[config.mk]
export PLATFORM = sky130hd
export DESIGN_NAME = sensor_fault_flag_registers
export DESIGN_NICKNAME = d
export VERILOG_FILES = /design/src/fault_flag_pkg.sv /design/src/sensor_fault_flag_registers.sv /design/src/flag_cell.sv
export VERILOG_INCLUDE_DIRS = /design/src
export SDC_FILE = /design/constraint.sdc
export NUM_CORES = 1
export LEC_CHECK = 0
export ABC_AREA = 0
export BUFFER_PORTS_ARGS = -buffer_cell sky130_fd_sc_hd__buf_4
export CAP_MARGIN = 20
export CELL_PAD_IN_SITES_DETAIL_PLACEMENT = 2
export CELL_PAD_IN_SITES_GLOBAL_PLACEMENT = 2
export CORE_UTILIZATION = 27
export CTS_CLUSTER_DIAMETER = 100
export DETAILED_ROUTE_END_ITERATION = 8
export PLACE_DENSITY_LB_ADDON = 0.1
export SLEW_MARGIN = 25
export SYNTH_ARGS = -nofsm -noshare
export SYNTH_HDL_FRONTEND = slang
export SYNTH_SLANG_ARGS = --single-unit
[constraint.sdc]
create_clock -name clock_in -period 2.2 [get_ports clock_in]
set_input_delay 0.33 -clock clock_in [delete_from_list [all_inputs] [get_ports clock_in]]
set_output_delay 0.33 -clock clock_in [all_outputs]
set_load 0.005 [all_outputs]
[src/fault_flag_defs.svh]
`ifndef FAULT_FLAG_DEFS_SVH
`define FAULT_FLAG_DEFS_SVH
// ***************************************************************
// register map and field positions
// ***************************************************************
`define ADDR_CTRL 8'h1e
`define ADDR_ERROR_FLAGS 8'h24
`define ADDR_WARNING_FLAGS 8'h26
`define ERROR_ID_NIBBLE 4'ha
`define WARNING_ID_NIBBLE 4'hb
`define CTRL_CLEAR_ERROR_BIT 8
`define CTRL_CLEAR_WARNING_BIT 9
`define ERR_WARNING_SUMMARY 11
`define ERR_SELFTEST_FAIL 10
`define ERR_AVERAGING_FAULT 9
`define ERR_QUADRATURE 8
`define ERR_PLL_UNLOCKED 7
`define ERR_ZERO_CROSS 6
`define ERR_NVM_UNCORRECTABLE 5
`define ERR_OSCILLATOR 4
`define ERR_SUPPLY_UV 3
`define ERR_REGULATOR_UV 2
`define ERR_FIELD_LOW 1
`define ERR_RESET 0
`define WARN_INTERFACE 11
`define WARN_CRC 10
`define WARN_SLEW 8
`define WARN_EXTENDED 7
`define WARN_TEMPERATURE 6
`define WARN_NVM_CORRECTED 5
`define WARN_SATURATION 4
// 12 flag bits below the identifier nibble, all 12 live for errors, 7 live for warnings
`define FLAG_WIDTH 12
`define WARN_LIVE_MASK 12'hdf0
`define ERR_LIVE_MASK 12'hfff
`endif

[src/fault_flag_pkg.sv]
`default_nettype none
package fault_flag_pkg;
   // ***************************************************************
   // event carriers
   // ***************************************************************
   typedef struct packed {
      logic logic_self_test_fail;
      logic frontend_selftest_fail;
      logic averaging_fault;
      logic quadrature_fault;
      logic pll_unlocked;
      logic zero_cross_timeout;
      logic oscillator_hf_fault;
      logic oscillator_lf_fault;
      logic supply_undervoltage;
      logic regulator_undervoltage;
      logic field_low_fault;
      logic hard_reset;
   } error_events_s;

   typedef struct packed {
      logic bit_count_fault;
      logic data_bit15_set;
      logic manchester_fault;
      logic crc_bad;
      logic slew_limit_active;
      logic extended_exec_fault;
      logic temperature_out_of_range;
      logic signal_saturation;
   } warning_events_s;

   typedef struct packed {
      logic valid;
      logic single_bit;
      logic multi_bit;
   } nvm_load_s;

   typedef struct packed {
      logic rd;
      logic wr;
      logic [7:0] addr;
      logic [15:0] wdata;
   } reg_req_s;
endpackage : fault_flag_pkg
`default_nettype wire

[src/sensor_fault_flag_registers.sv]
`default_nettype none
`include "fault_flag_defs.svh"
module sensor_fault_flag_registers
   import fault_flag_pkg::*;
(
   // clock and reset
   input wire logic clock_in,
   input wire logic resetn_in,
   // register access
   input wire fault_flag_pkg::reg_req_s req_in,
   output logic [15:0] rdata_out,
   output logic rvalid_out,
   // condition inputs
   input wire fault_flag_pkg::error_events_s err_ev_in,
   input wire fault_flag_pkg::warning_events_s warn_ev_in,
   input wire fault_flag_pkg::nvm_load_s nvm_in,
   input wire logic [11:0] field_magnitude_in,
   // nonvolatile configuration
   input wire logic warning_summary_mask_in,
   input wire logic crc_check_enable_in,
   input wire logic [11:0] field_low_threshold_in,
   input wire logic [11:0] error_mask_in,
   input wire logic [11:0] warning_mask_in,
   // summary
   output logic error_summary_flag_out,
   output logic packet_discard_out
);
   import fault_flag_pkg::*;

   // ***************************************************************
   // reset release
   // ***************************************************************
   logic rst_sync1_q;
   logic rst_n_q;
   always_ff @(posedge clock_in or negedge resetn_in) begin
      if (!resetn_in) begin
         rst_sync1_q <= 1'b0;
         rst_n_q <= 1'b0;
      end else begin
         rst_sync1_q <= 1'b1;
         rst_n_q <= rst_sync1_q;
      end
   end

   // ***************************************************************
   // decode
   // ***************************************************************
   function automatic logic hit(input reg_req_s r, input logic [7:0] a);
      hit = (r.addr == a);
   endfunction : hit

   logic read_err;
   logic read_warn;
   logic clear_err;
   logic clear_warn;
   logic nvm_loaded_q;
   logic [11:0] err_set;
   logic [11:0] warn_set;
   logic [11:0] err_flags;
   logic [11:0] warn_flags;
   logic warn_any;

   assign read_err = req_in.rd && hit(req_in, `ADDR_ERROR_FLAGS);
   assign read_warn = req_in.rd && hit(req_in, `ADDR_WARNING_FLAGS);
   assign clear_err = req_in.wr && hit(req_in, `ADDR_CTRL)
      && req_in.wdata[`CTRL_CLEAR_ERROR_BIT];
   assign clear_warn = req_in.wr && hit(req_in, `ADDR_CTRL)
      && req_in.wdata[`CTRL_CLEAR_WARNING_BIT];

   // ***************************************************************
   // ecc result taken from the first load after reset only
   // ***************************************************************
   // load-only ecc check
   always_ff @(posedge clock_in or negedge rst_n_q) begin
      if (!rst_n_q) begin
         nvm_loaded_q <= 1'b0;
      end else if (nvm_in.valid) begin
         nvm_loaded_q <= 1'b1;
      end
   end

   // ***************************************************************
   // set terms
   // ***************************************************************
   logic nvm_take;
   assign nvm_take = nvm_in.valid && !nvm_loaded_q;

   always_comb begin
      err_set = 12'h000;
      err_set[`ERR_WARNING_SUMMARY] = warn_any && !warning_summary_mask_in;
      err_set[`ERR_SELFTEST_FAIL] = err_ev_in.logic_self_test_fail || err_ev_in.frontend_selftest_fail;
      err_set[`ERR_AVERAGING_FAULT] = err_ev_in.averaging_fault;
      err_set[`ERR_QUADRATURE] = err_ev_in.quadrature_fault;
      err_set[`ERR_PLL_UNLOCKED] = err_ev_in.pll_unlocked;
      err_set[`ERR_ZERO_CROSS] = err_ev_in.zero_cross_timeout;
      err_set[`ERR_NVM_UNCORRECTABLE] = nvm_take && nvm_in.multi_bit;
      err_set[`ERR_OSCILLATOR] = err_ev_in.oscillator_hf_fault || err_ev_in.oscillator_lf_fault;
      err_set[`ERR_SUPPLY_UV] = err_ev_in.supply_undervoltage;
      err_set[`ERR_REGULATOR_UV] = err_ev_in.regulator_undervoltage;
      err_set[`ERR_FIELD_LOW] = err_ev_in.field_low_fault
         || (field_magnitude_in < field_low_threshold_in);
      err_set[`ERR_RESET] = err_ev_in.hard_reset;
   end

   always_comb begin
      warn_set = 12'h000;
      warn_set[`WARN_INTERFACE] = warn_ev_in.bit_count_fault || warn_ev_in.data_bit15_set
         || warn_ev_in.manchester_fault;
      warn_set[`WARN_CRC] = warn_ev_in.crc_bad && crc_check_enable_in;
      warn_set[`WARN_SLEW] = warn_ev_in.slew_limit_active;
      warn_set[`WARN_EXTENDED] = warn_ev_in.extended_exec_fault;
      warn_set[`WARN_TEMPERATURE] = warn_ev_in.temperature_out_of_range;
      warn_set[`WARN_NVM_CORRECTED] = nvm_take && nvm_in.single_bit;
      warn_set[`WARN_SATURATION] = warn_ev_in.signal_saturation;
   end

   // ***************************************************************
   // flag storage
   // ***************************************************************
   // unimplemented positions never set, so they always read zero
   localparam logic [11:0] err_live = `ERR_LIVE_MASK;
   localparam logic [11:0] warn_live = `WARN_LIVE_MASK;

   genvar gi;
   generate
      for (gi = 0; gi < `FLAG_WIDTH; gi = gi + 1) begin : g_flags
         flag_cell u_err (
            .clock_in(clock_in),
            .rst_n_in(rst_n_q),
            .init_in(gi == `ERR_RESET),
            .set_in(err_set[gi] && err_live[gi]),
            .capture_in(read_err),
            .clear_in(clear_err),
            .flag_out(err_flags[gi])
         );
         flag_cell u_warn (
            .clock_in(clock_in),
            .rst_n_in(rst_n_q),
            .init_in(1'b0),
            .set_in(warn_set[gi] && warn_live[gi]),
            .capture_in(read_warn),
            .clear_in(clear_warn),
            .flag_out(warn_flags[gi])
         );
      end
   endgenerate

   assign warn_any = |(warn_flags & ~warning_mask_in);

   // ***************************************************************
   // read port and summary
   // ***************************************************************
   always_ff @(posedge clock_in or negedge rst_n_q) begin
      if (!rst_n_q) begin
         rdata_out <= 16'h0000;
         rvalid_out <= 1'b0;
      end else begin
         rvalid_out <= req_in.rd;
         if (read_err) begin
            rdata_out <= {`ERROR_ID_NIBBLE, err_flags};
         end else if (read_warn) begin
            rdata_out <= {`WARNING_ID_NIBBLE, warn_flags & `WARN_LIVE_MASK};
         end else begin
            // control bits are write-only and read zero
            rdata_out <= 16'h0000;
         end
      end
   end

   always_ff @(posedge clock_in or negedge rst_n_q) begin
      if (!rst_n_q) begin
         error_summary_flag_out <= 1'b1;
      end else begin
         error_summary_flag_out <= |(err_flags & ~error_mask_in) || warn_any;
      end
   end

   always_ff @(posedge clock_in or negedge rst_n_q) begin
      if (!rst_n_q) begin
         packet_discard_out <= 1'b0;
      end else begin
         packet_discard_out <= warn_set[`WARN_INTERFACE] || warn_set[`WARN_CRC];
      end
   end

   // ***************************************************************
   // checks
   // ***************************************************************
   a_err_id_read: assert property (@(posedge clock_in) disable iff (!rst_n_q)
      read_err |=> rdata_out[15:12] == 4'ha)
      else $error("bad error id");
   a_warn_id_read: assert property (@(posedge clock_in) disable iff (!rst_n_q)
      read_warn |=> rdata_out[15:12] == 4'hb && !rdata_out[9])
      else $error("bad warning id");
   a_supply_uv_set: assert property (@(posedge clock_in) disable iff (!rst_n_q)
      err_ev_in.supply_undervoltage |=> err_flags[3])
      else $error("uv flag not set");
   a_crc_gated: assert property (@(posedge clock_in) disable iff (!rst_n_q)
      (warn_ev_in.crc_bad && !crc_check_enable_in && !warn_flags[10]
       && !$past(warn_flags[10])) |=> !warn_flags[10])
      else $error("crc flagged while disabled");
   a_selftest_set: assert property (@(posedge clock_in) disable iff (!rst_n_q)
      err_ev_in.logic_self_test_fail |=> err_flags[10])
      else $error("self-test flag missing");
   a_summary_flag: assert property (@(posedge clock_in) disable iff (!rst_n_q)
      (warn_any) |=> error_summary_flag_out)
      else $error("summary flag low");
   a_clear_read_err: assert property (@(posedge clock_in) disable iff (!rst_n_q)
      (read_err && err_flags[6] && !err_set[6]) ##1 !clear_err
      ##1 (clear_err && !err_set[6] && !read_err) |=> !err_flags[6])
      else $error("read error not cleared");
   a_warn_summary: assert property (@(posedge clock_in) disable iff (!rst_n_q)
      (warn_any && !warning_summary_mask_in) |=> err_flags[11])
      else $error("warning summary missing");
   a_clear_read_warn: assert property (@(posedge clock_in) disable iff (!rst_n_q)
      (read_warn && warn_flags[4] && !warn_set[4]) ##1 !clear_warn
      ##1 (clear_warn && !warn_set[4] && !read_warn) |=> !warn_flags[4])
      else $error("read warning not cleared");
   a_nvm_load_only: assert property (@(posedge clock_in) disable iff (!rst_n_q)
      (nvm_loaded_q && !err_flags[5] && !warn_flags[5]) |=> !err_flags[5] && !warn_flags[5])
      else $error("ecc flag set after load");
   a_field_low_set: assert property (@(posedge clock_in) disable iff (!rst_n_q)
      (field_magnitude_in < field_low_threshold_in) |=> err_flags[1])
      else $error("field low flag missing");
   a_osc_fault_set: assert property (@(posedge clock_in) disable iff (!rst_n_q)
      (err_ev_in.oscillator_hf_fault || err_ev_in.oscillator_lf_fault) |=> err_flags[4])
      else $error("oscillator flag missing");
   a_iface_fault_set: assert property (@(posedge clock_in) disable iff (!rst_n_q)
      (warn_ev_in.bit_count_fault || warn_ev_in.data_bit15_set || warn_ev_in.manchester_fault)
      |=> warn_flags[11])
      else $error("interface flag missing");
   a_reg_uv_set: assert property (@(posedge clock_in) disable iff (!rst_n_q)
      err_ev_in.regulator_undervoltage |=> err_flags[2])
      else $error("regulator uv flag missing");
   a_ctrl_read_zero: assert property (@(posedge clock_in) disable iff (!rst_n_q)
      (req_in.rd && hit(req_in, `ADDR_CTRL)) |=> rdata_out == 16'h0000)
      else $error("control clear bits read back");
   a_crc_discard: assert property (@(posedge clock_in) disable iff (!rst_n_q)
      (warn_ev_in.crc_bad && crc_check_enable_in) |=> packet_discard_out)
      else $error("bad crc packet kept");
   a_pll_unlock_set: assert property (@(posedge clock_in) disable iff (!rst_n_q)
      err_ev_in.pll_unlocked |=> err_flags[7])
      else $error("pll flag missing");
   a_avg_fault_set: assert property (@(posedge clock_in) disable iff (!rst_n_q)
      err_ev_in.averaging_fault |=> err_flags[9])
      else $error("averaging flag missing");
   a_quad_fault_set: assert property (@(posedge clock_in) disable iff (!rst_n_q)
      err_ev_in.quadrature_fault |=> err_flags[8])
      else $error("quadrature flag missing");
   a_zero_cross_set: assert property (@(posedge clock_in) disable iff (!rst_n_q)
      err_ev_in.zero_cross_timeout |=> err_flags[6])
      else $error("zero-crossing flag missing");
endmodule : sensor_fault_flag_registers
`default_nettype wire

[src/flag_cell.sv]
`default_nettype none
`include "fault_flag_defs.svh"
// one sticky flag: set wins over a read-qualified clear
module flag_cell (
   // clock and reset
   input wire logic clock_in,
   input wire logic rst_n_in,
   input wire logic init_in,
   // control
   input wire logic set_in,
   input wire logic capture_in,
   input wire logic clear_in,
   // state
   output logic flag_out
);
   logic seen_q;
   logic fresh_q;

   // one-cycle marker after reset, so the reset branch stays constant
   always_ff @(posedge clock_in or negedge rst_n_in) begin
      if (!rst_n_in) begin
         fresh_q <= 1'b1;
      end else begin
         fresh_q <= 1'b0;
      end
   end

   always_ff @(posedge clock_in or negedge rst_n_in) begin
      if (!rst_n_in) begin
         flag_out <= 1'b0;
      end else if (set_in || (init_in && fresh_q)) begin
         flag_out <= 1'b1;
      end else if (clear_in && seen_q) begin
         flag_out <= 1'b0;
      end
   end

   // remember whether the last read showed this flag set
   always_ff @(posedge clock_in or negedge rst_n_in) begin
      if (!rst_n_in) begin
         seen_q <= 1'b0;
      end else if (capture_in) begin
         seen_q <= flag_out;
      end else if (clear_in) begin
         seen_q <= 1'b0;
      end
   end

   a_set_wins: assert property (@(posedge clock_in) disable iff (!rst_n_in)
      set_in |=> flag_out)
      else $error("flag lost on set");
endmodule : flag_cell
`default_nettype wire

* After elaboration in Yosys (flattened, before gate mapping)
Cells that the tools add are included.
W data, S select, Z words.
** Storage, ports and cells
- Bits in registers :: 61
- Bits of input ports :: 101
- Output and inout port bits :: 19
- Logic and storage cells :: 177
** Cells by class
- Multiplexer cells :: 61
- Eq/ne operators :: 3
- Reduce and logical (&&, ||, !) cells :: 62
- Bitwise logic cells :: 4
- Magnitude comparators :: 1
** Operator list (number)
- $mux W1 :: 59
- $reduce_bool A2 Y1 :: 21
- $mux W16 :: 2
- $logic_and A1 B1 Y1 :: 29
- $and A12 B12 Y12 :: 2
- $not A12 Y12 :: 2
- $reduce_or A12 Y1 :: 2
- $eq A8 B6 Y1 const B :: 2
- $lt A12 B12 Y1 :: 1
- $eq A8 B5 Y1 const B :: 1
- $logic_or A1 B1 Y1 :: 8
- $logic_not A1 Y1 :: 2

* Longest topological paths before layout
- Word-level depth :: 6
- Depth in mapped cells :: 7
- Mapped depth without buffers :: 7

* By module
From an unflattened synthesis, not the netlist that was laid out.
** Second synthesis, totals
- Cells, all modules :: 334
- Area, all modules :: 3839.9 um^2
** By module, submodules not included
- flag_cell :: times used 24, area each 106.4 um^2, cells an instance 8
- sensor_fault_flag_registers :: times used 1, area each 1287.5 um^2, cells an instance 142

* Least setup slack after synthesis
OpenSTA, ideal clock, no wires.
- Path kind :: input -> register
- Start :: input port req_in[16] (netlist name)
- End :: register g_flags[11].u_warn.flag_out
- Data arrival time :: 1.339 ns
- Stages on the path :: 5
- Data required time :: 2.071 ns
- Buffers on the path :: 1
- Setup time :: 0.129 ns
- Setup slack :: 0.733 ns
- Cell sequence :: nor4b_4 -> and3_1 -> buf_4 -> nand2_1 -> a2111o_1
** On the way
- Longest elaborated chain between the ends :: 5
** Ends and longest elaborated chain
- start: declaration :: RTL line sensor_fault_flag_registers.sv:10 : input wire fault_flag_pkg::reg_req_s req_in,
- $eq A8 B5 Y1 :: RTL line sensor_fault_flag_registers.sv:49 : hit = (r.addr == a);
- $logic_and A1 B1 Y1 (2 in series) :: RTL line sensor_fault_flag_registers.sv:67 : assign clear_warn = req_in.wr && hit(req_in, `ADDR_CTRL)
- $logic_and A1 B1 Y1 :: RTL line flag_cell.sv:33 : end else if (clear_in && seen_q) begin
- $reduce_bool A2 Y1 (no line)
- end signal: assignment :: RTL line flag_cell.sv:30 : flag_out <= 1'b0;
- end signal: assignment :: RTL line flag_cell.sv:32 : flag_out <= 1'b1;
- end signal: assignment :: RTL line flag_cell.sv:34 : flag_out <= 1'b0;
- end: declaration :: RTL line flag_cell.sv:14 : output logic flag_out
No other way between the ends.
A chain may end at the register's enable or synchronous reset.

* Worst setup path in the final report
- Start :: input port req_in[19] (netlist name)
- End :: register g_flags[8].u_warn.seen_q
** On the way
- Longest elaborated chain between the ends :: 4
- Elaborated cells on any way between the ends :: 7
- Classes of those cells :: 2 x eq/ne; 1 x mux; 4 x reduce/logical
** Ends and longest elaborated chain
- $eq A8 B5 Y1 :: RTL line sensor_fault_flag_registers.sv:49
- $logic_and A1 B1 Y1 (2 in series) :: RTL line sensor_fault_flag_registers.sv:67
- $reduce_bool A2 Y1 (no line)
- end signal: assignment :: RTL line flag_cell.sv:43 : seen_q <= flag_out;
- end: declaration :: RTL line flag_cell.sv:16 : logic seen_q;
Parallel ways exist; a longest one is shown, timed or not.

==> results.ini <==
[status]
run_status = finished clean

[grt]
grt_pass1_vias = 2485
antenna_found_initial = 0
grt.overflow.total = 0
grt_max_degree = 32
grt_usage_pct = 15.5
grt_pass1_wl_mm = 11.7

[drt]
wl_met3_um = 363
avgViaCountPerCell = 4.56
wl_met2_mm = 3.66
drt-total-wl_mm = 7.19
dr.max_layer_used = met4
wl_met1_mm = 3.04
post-route-drc-count = 0
dr_total_vias = 2238
drt.antenna.violating_nets = 0
drtIter0Drc = 24
wl_per_cell_um = 14.6
first_pass_iters = 4

[clock_network]
cts.sinks = 59
cts_setup_buffers = 0
cts_made_buffers = 9
cts_tree = built
clk_pin_slew_worst_paths_ps = 70
clock_path_buffers = 2
cts_htree_levels = 3
clkLatencyLatePin_ps = 340
cts-root-buf = clkbuf_8

[synthesis]
synthFlopType = dfrtp_1
ys_ff_latch = 59
yosysSeqAreaShare_pct = 56.6
yosys_warnings = 0
syn_area_um2 = 2610
async_flop_share_pct = 100
synth_edf_count = 0
synthCells = 250
synth_area_per_cell_um2 = 10.5
yosysUniqueCellTypes = 32

[final_layout]
layout-drive-gt1-share_pct = 34.5
syn2layout_area_growth_pct = 40.8
num_antenna_cells = 0
finish.utilization_pct = 39.4
nets = 469
layout_common_cells = buf_4 (103), dfrtp_1 (56), nand2_1 (43), inv_1 (31)
layout_commonest_cell = buf_4
stdcell_area_um2 = 3680

[critical_path]
path_class = in2reg
slowest_delay_ps = 370
worstRegToRegCells = 4
critPathLaunchType = primary input
crit_top_cell = nand2_1
critPathArrivalTime_ps = 1780
cp_max_fo = 14
path_cells = buf_4 -> nor4bb_1 -> nand2_2 -> inv_2 -> nand2_1 -> nand2_1 -> o22ai_1
required_ps = 2390
endpoint_kind = register
crit_slowest_cell = nor4bb_1

[sta]
rsz0062_at_grt = false
slew_viol_final = 0
finalSetupViolations = 0
max-slew-margin-rel_pct = 59.6
min_period_over_period_pct = 72.3
tns_ps = 0
max_slew.worst_pin.slew_ps = 600
fin_crit_ps = 1590
hold_viol = 0
fin_skew_ps = 10.3
max_freq_mhz = 628

[pwr]
power.leakage_uw = 0.00193
p_per_area_nw_per_um2 = 610
vdd_drop_max_uv = 230

[die]
rows = 35
die_h_um = 100
ios = 120
die-area_um2 = 10100
initial_utilization_pct = 28.0
die_x_um = 100
core_um2 = 9330

[placed_design]
port_buffers = 99
place_area_um2 = 3500
hpwlAfterDp_mm = 5.65
finalWeightedCongestion = 0.676

[worst_hold_path]
hp-class = reg2async

[flow_run]
cap_violations = 0

## stage by stage
| step | setup slack, ps | power, uW | cells | hold slack, ps |
|---|---|---|---|---|
| final | 608 | 2240 | 491 | 66.8 |
| after global routing | 492 | 2360 | 491 | 88.5 |
| after CTS | 628 | 2290 | 491 | 77.1 |
| after detailed placement | 281 | 1410 | 474 | 78.5 |
| after global placement | 305 | 1400 | 474 | 74.9 |
| after floorplan | 439 | 1250 | 251 | 34.4 |
## layer usage
metal | vias up | global-route usage, %
met5 | - | 0
met4 | 0 | 7.36
met3 | 8 | 2.99
met2 | 71 | 28.3
met1 | 1097 | 17.2
li1 | 1062 | -
## synthesized netlist by cell type, drive strengths merged (3+ instances only)
cell / instances / area [um^2]
a211o: 3 / 26.3
a21o: 16 / 120
a21oi: 6 / 30.0
a221oi: 3 / 26.3
a22o: 3 / 26.3
and3: 5 / 31.3
buf: 9 / 55.1
dfrtp: 57 / 1430
ha: 11 / 138
inv: 32 / 120
mux2i: 7 / 70.1
nand2: 44 / 168
nand4: 3 / 18.8
nor2: 13 / 48.8
o21ai: 5 / 25.0
o22ai: 16 / 100
## power by group
group / internal [uW] / leakage [uW] / switching [uW]
combinational: 144 / 0.00115 / 98.1
sequential: 1120 / 0.000701 / 22.4
clock: 433 / 0.0000851 / 423
## final timing paths
path / from / endpoint / slack [ps]
max in group asynchronous: rst_n_q / g_flags[11].u_err.seen_q / 1510
worst min register to register: rst_n_q / rvalid_out / 70
min in group clock_in: req_in[25] / rvalid_out / 100
worst max register to register: g_flags[11].u_warn.flag_out / error_summary_flag_out / 780
worst min-delay path: rst_n_q / rvalid_out / 70
worst max-delay path: req_in[19] / g_flags[8].u_warn.seen_q / 610
## kinds of logic after synthesis
logic type	synth area share (%)
buffers and inverters	6.70
and+or+nand+nor	13.0
AOI/OAI and AO/OA	15.5
other	0.287
adders and majority gates	5.27
muxes	2.68
DFF	56.6
## worst max-delay path, delay by kind of cell
kind | cells | cell delay, ps
buffers and inverters | 2 | 260
AND/OR/NAND/NOR | 4 | 1080
AO/OA/AOI/OAI | 1 | 100
## state kept, by name, indices dropped and copies added (netlist names)
name                     count
error_summary_flag_out       1
g_flags.u_err.flag_out      12
g_flags.u_err.fresh_q        1
g_flags.u_err.seen_q        12
g_flags.u_warn.flag_out      7
g_flags.u_warn.seen_q        7
nvm_loaded_q                 1
packet_discard_out           1
rdata_out                   14
rst_n_q                      1
rst_sync1_q                  1
rvalid_out                   1
## cell type report
| cell class | count | area, um^2 |
|---|---|---|
| fill | 1037 | 5650 |
| sequential | 59 | 1480 |
| multi-input combinational | 151 | 962 |
| timing repair buffer | 104 | 783 |
| tap | 129 | 161 |
| clock buffer | 11 | 141 |
| inverter | 32 | 120 |
| clock inverter | 5 | 30.0 |
## timing repair
action | in CTS | in global routing
hold buffers | 1 | 0
endpoints found under the setup margin | 0 | 0
hold endpoints to repair | 2 | 0
gates resized for setup | 0 | 0
Power figures use the tool's default switching activity.
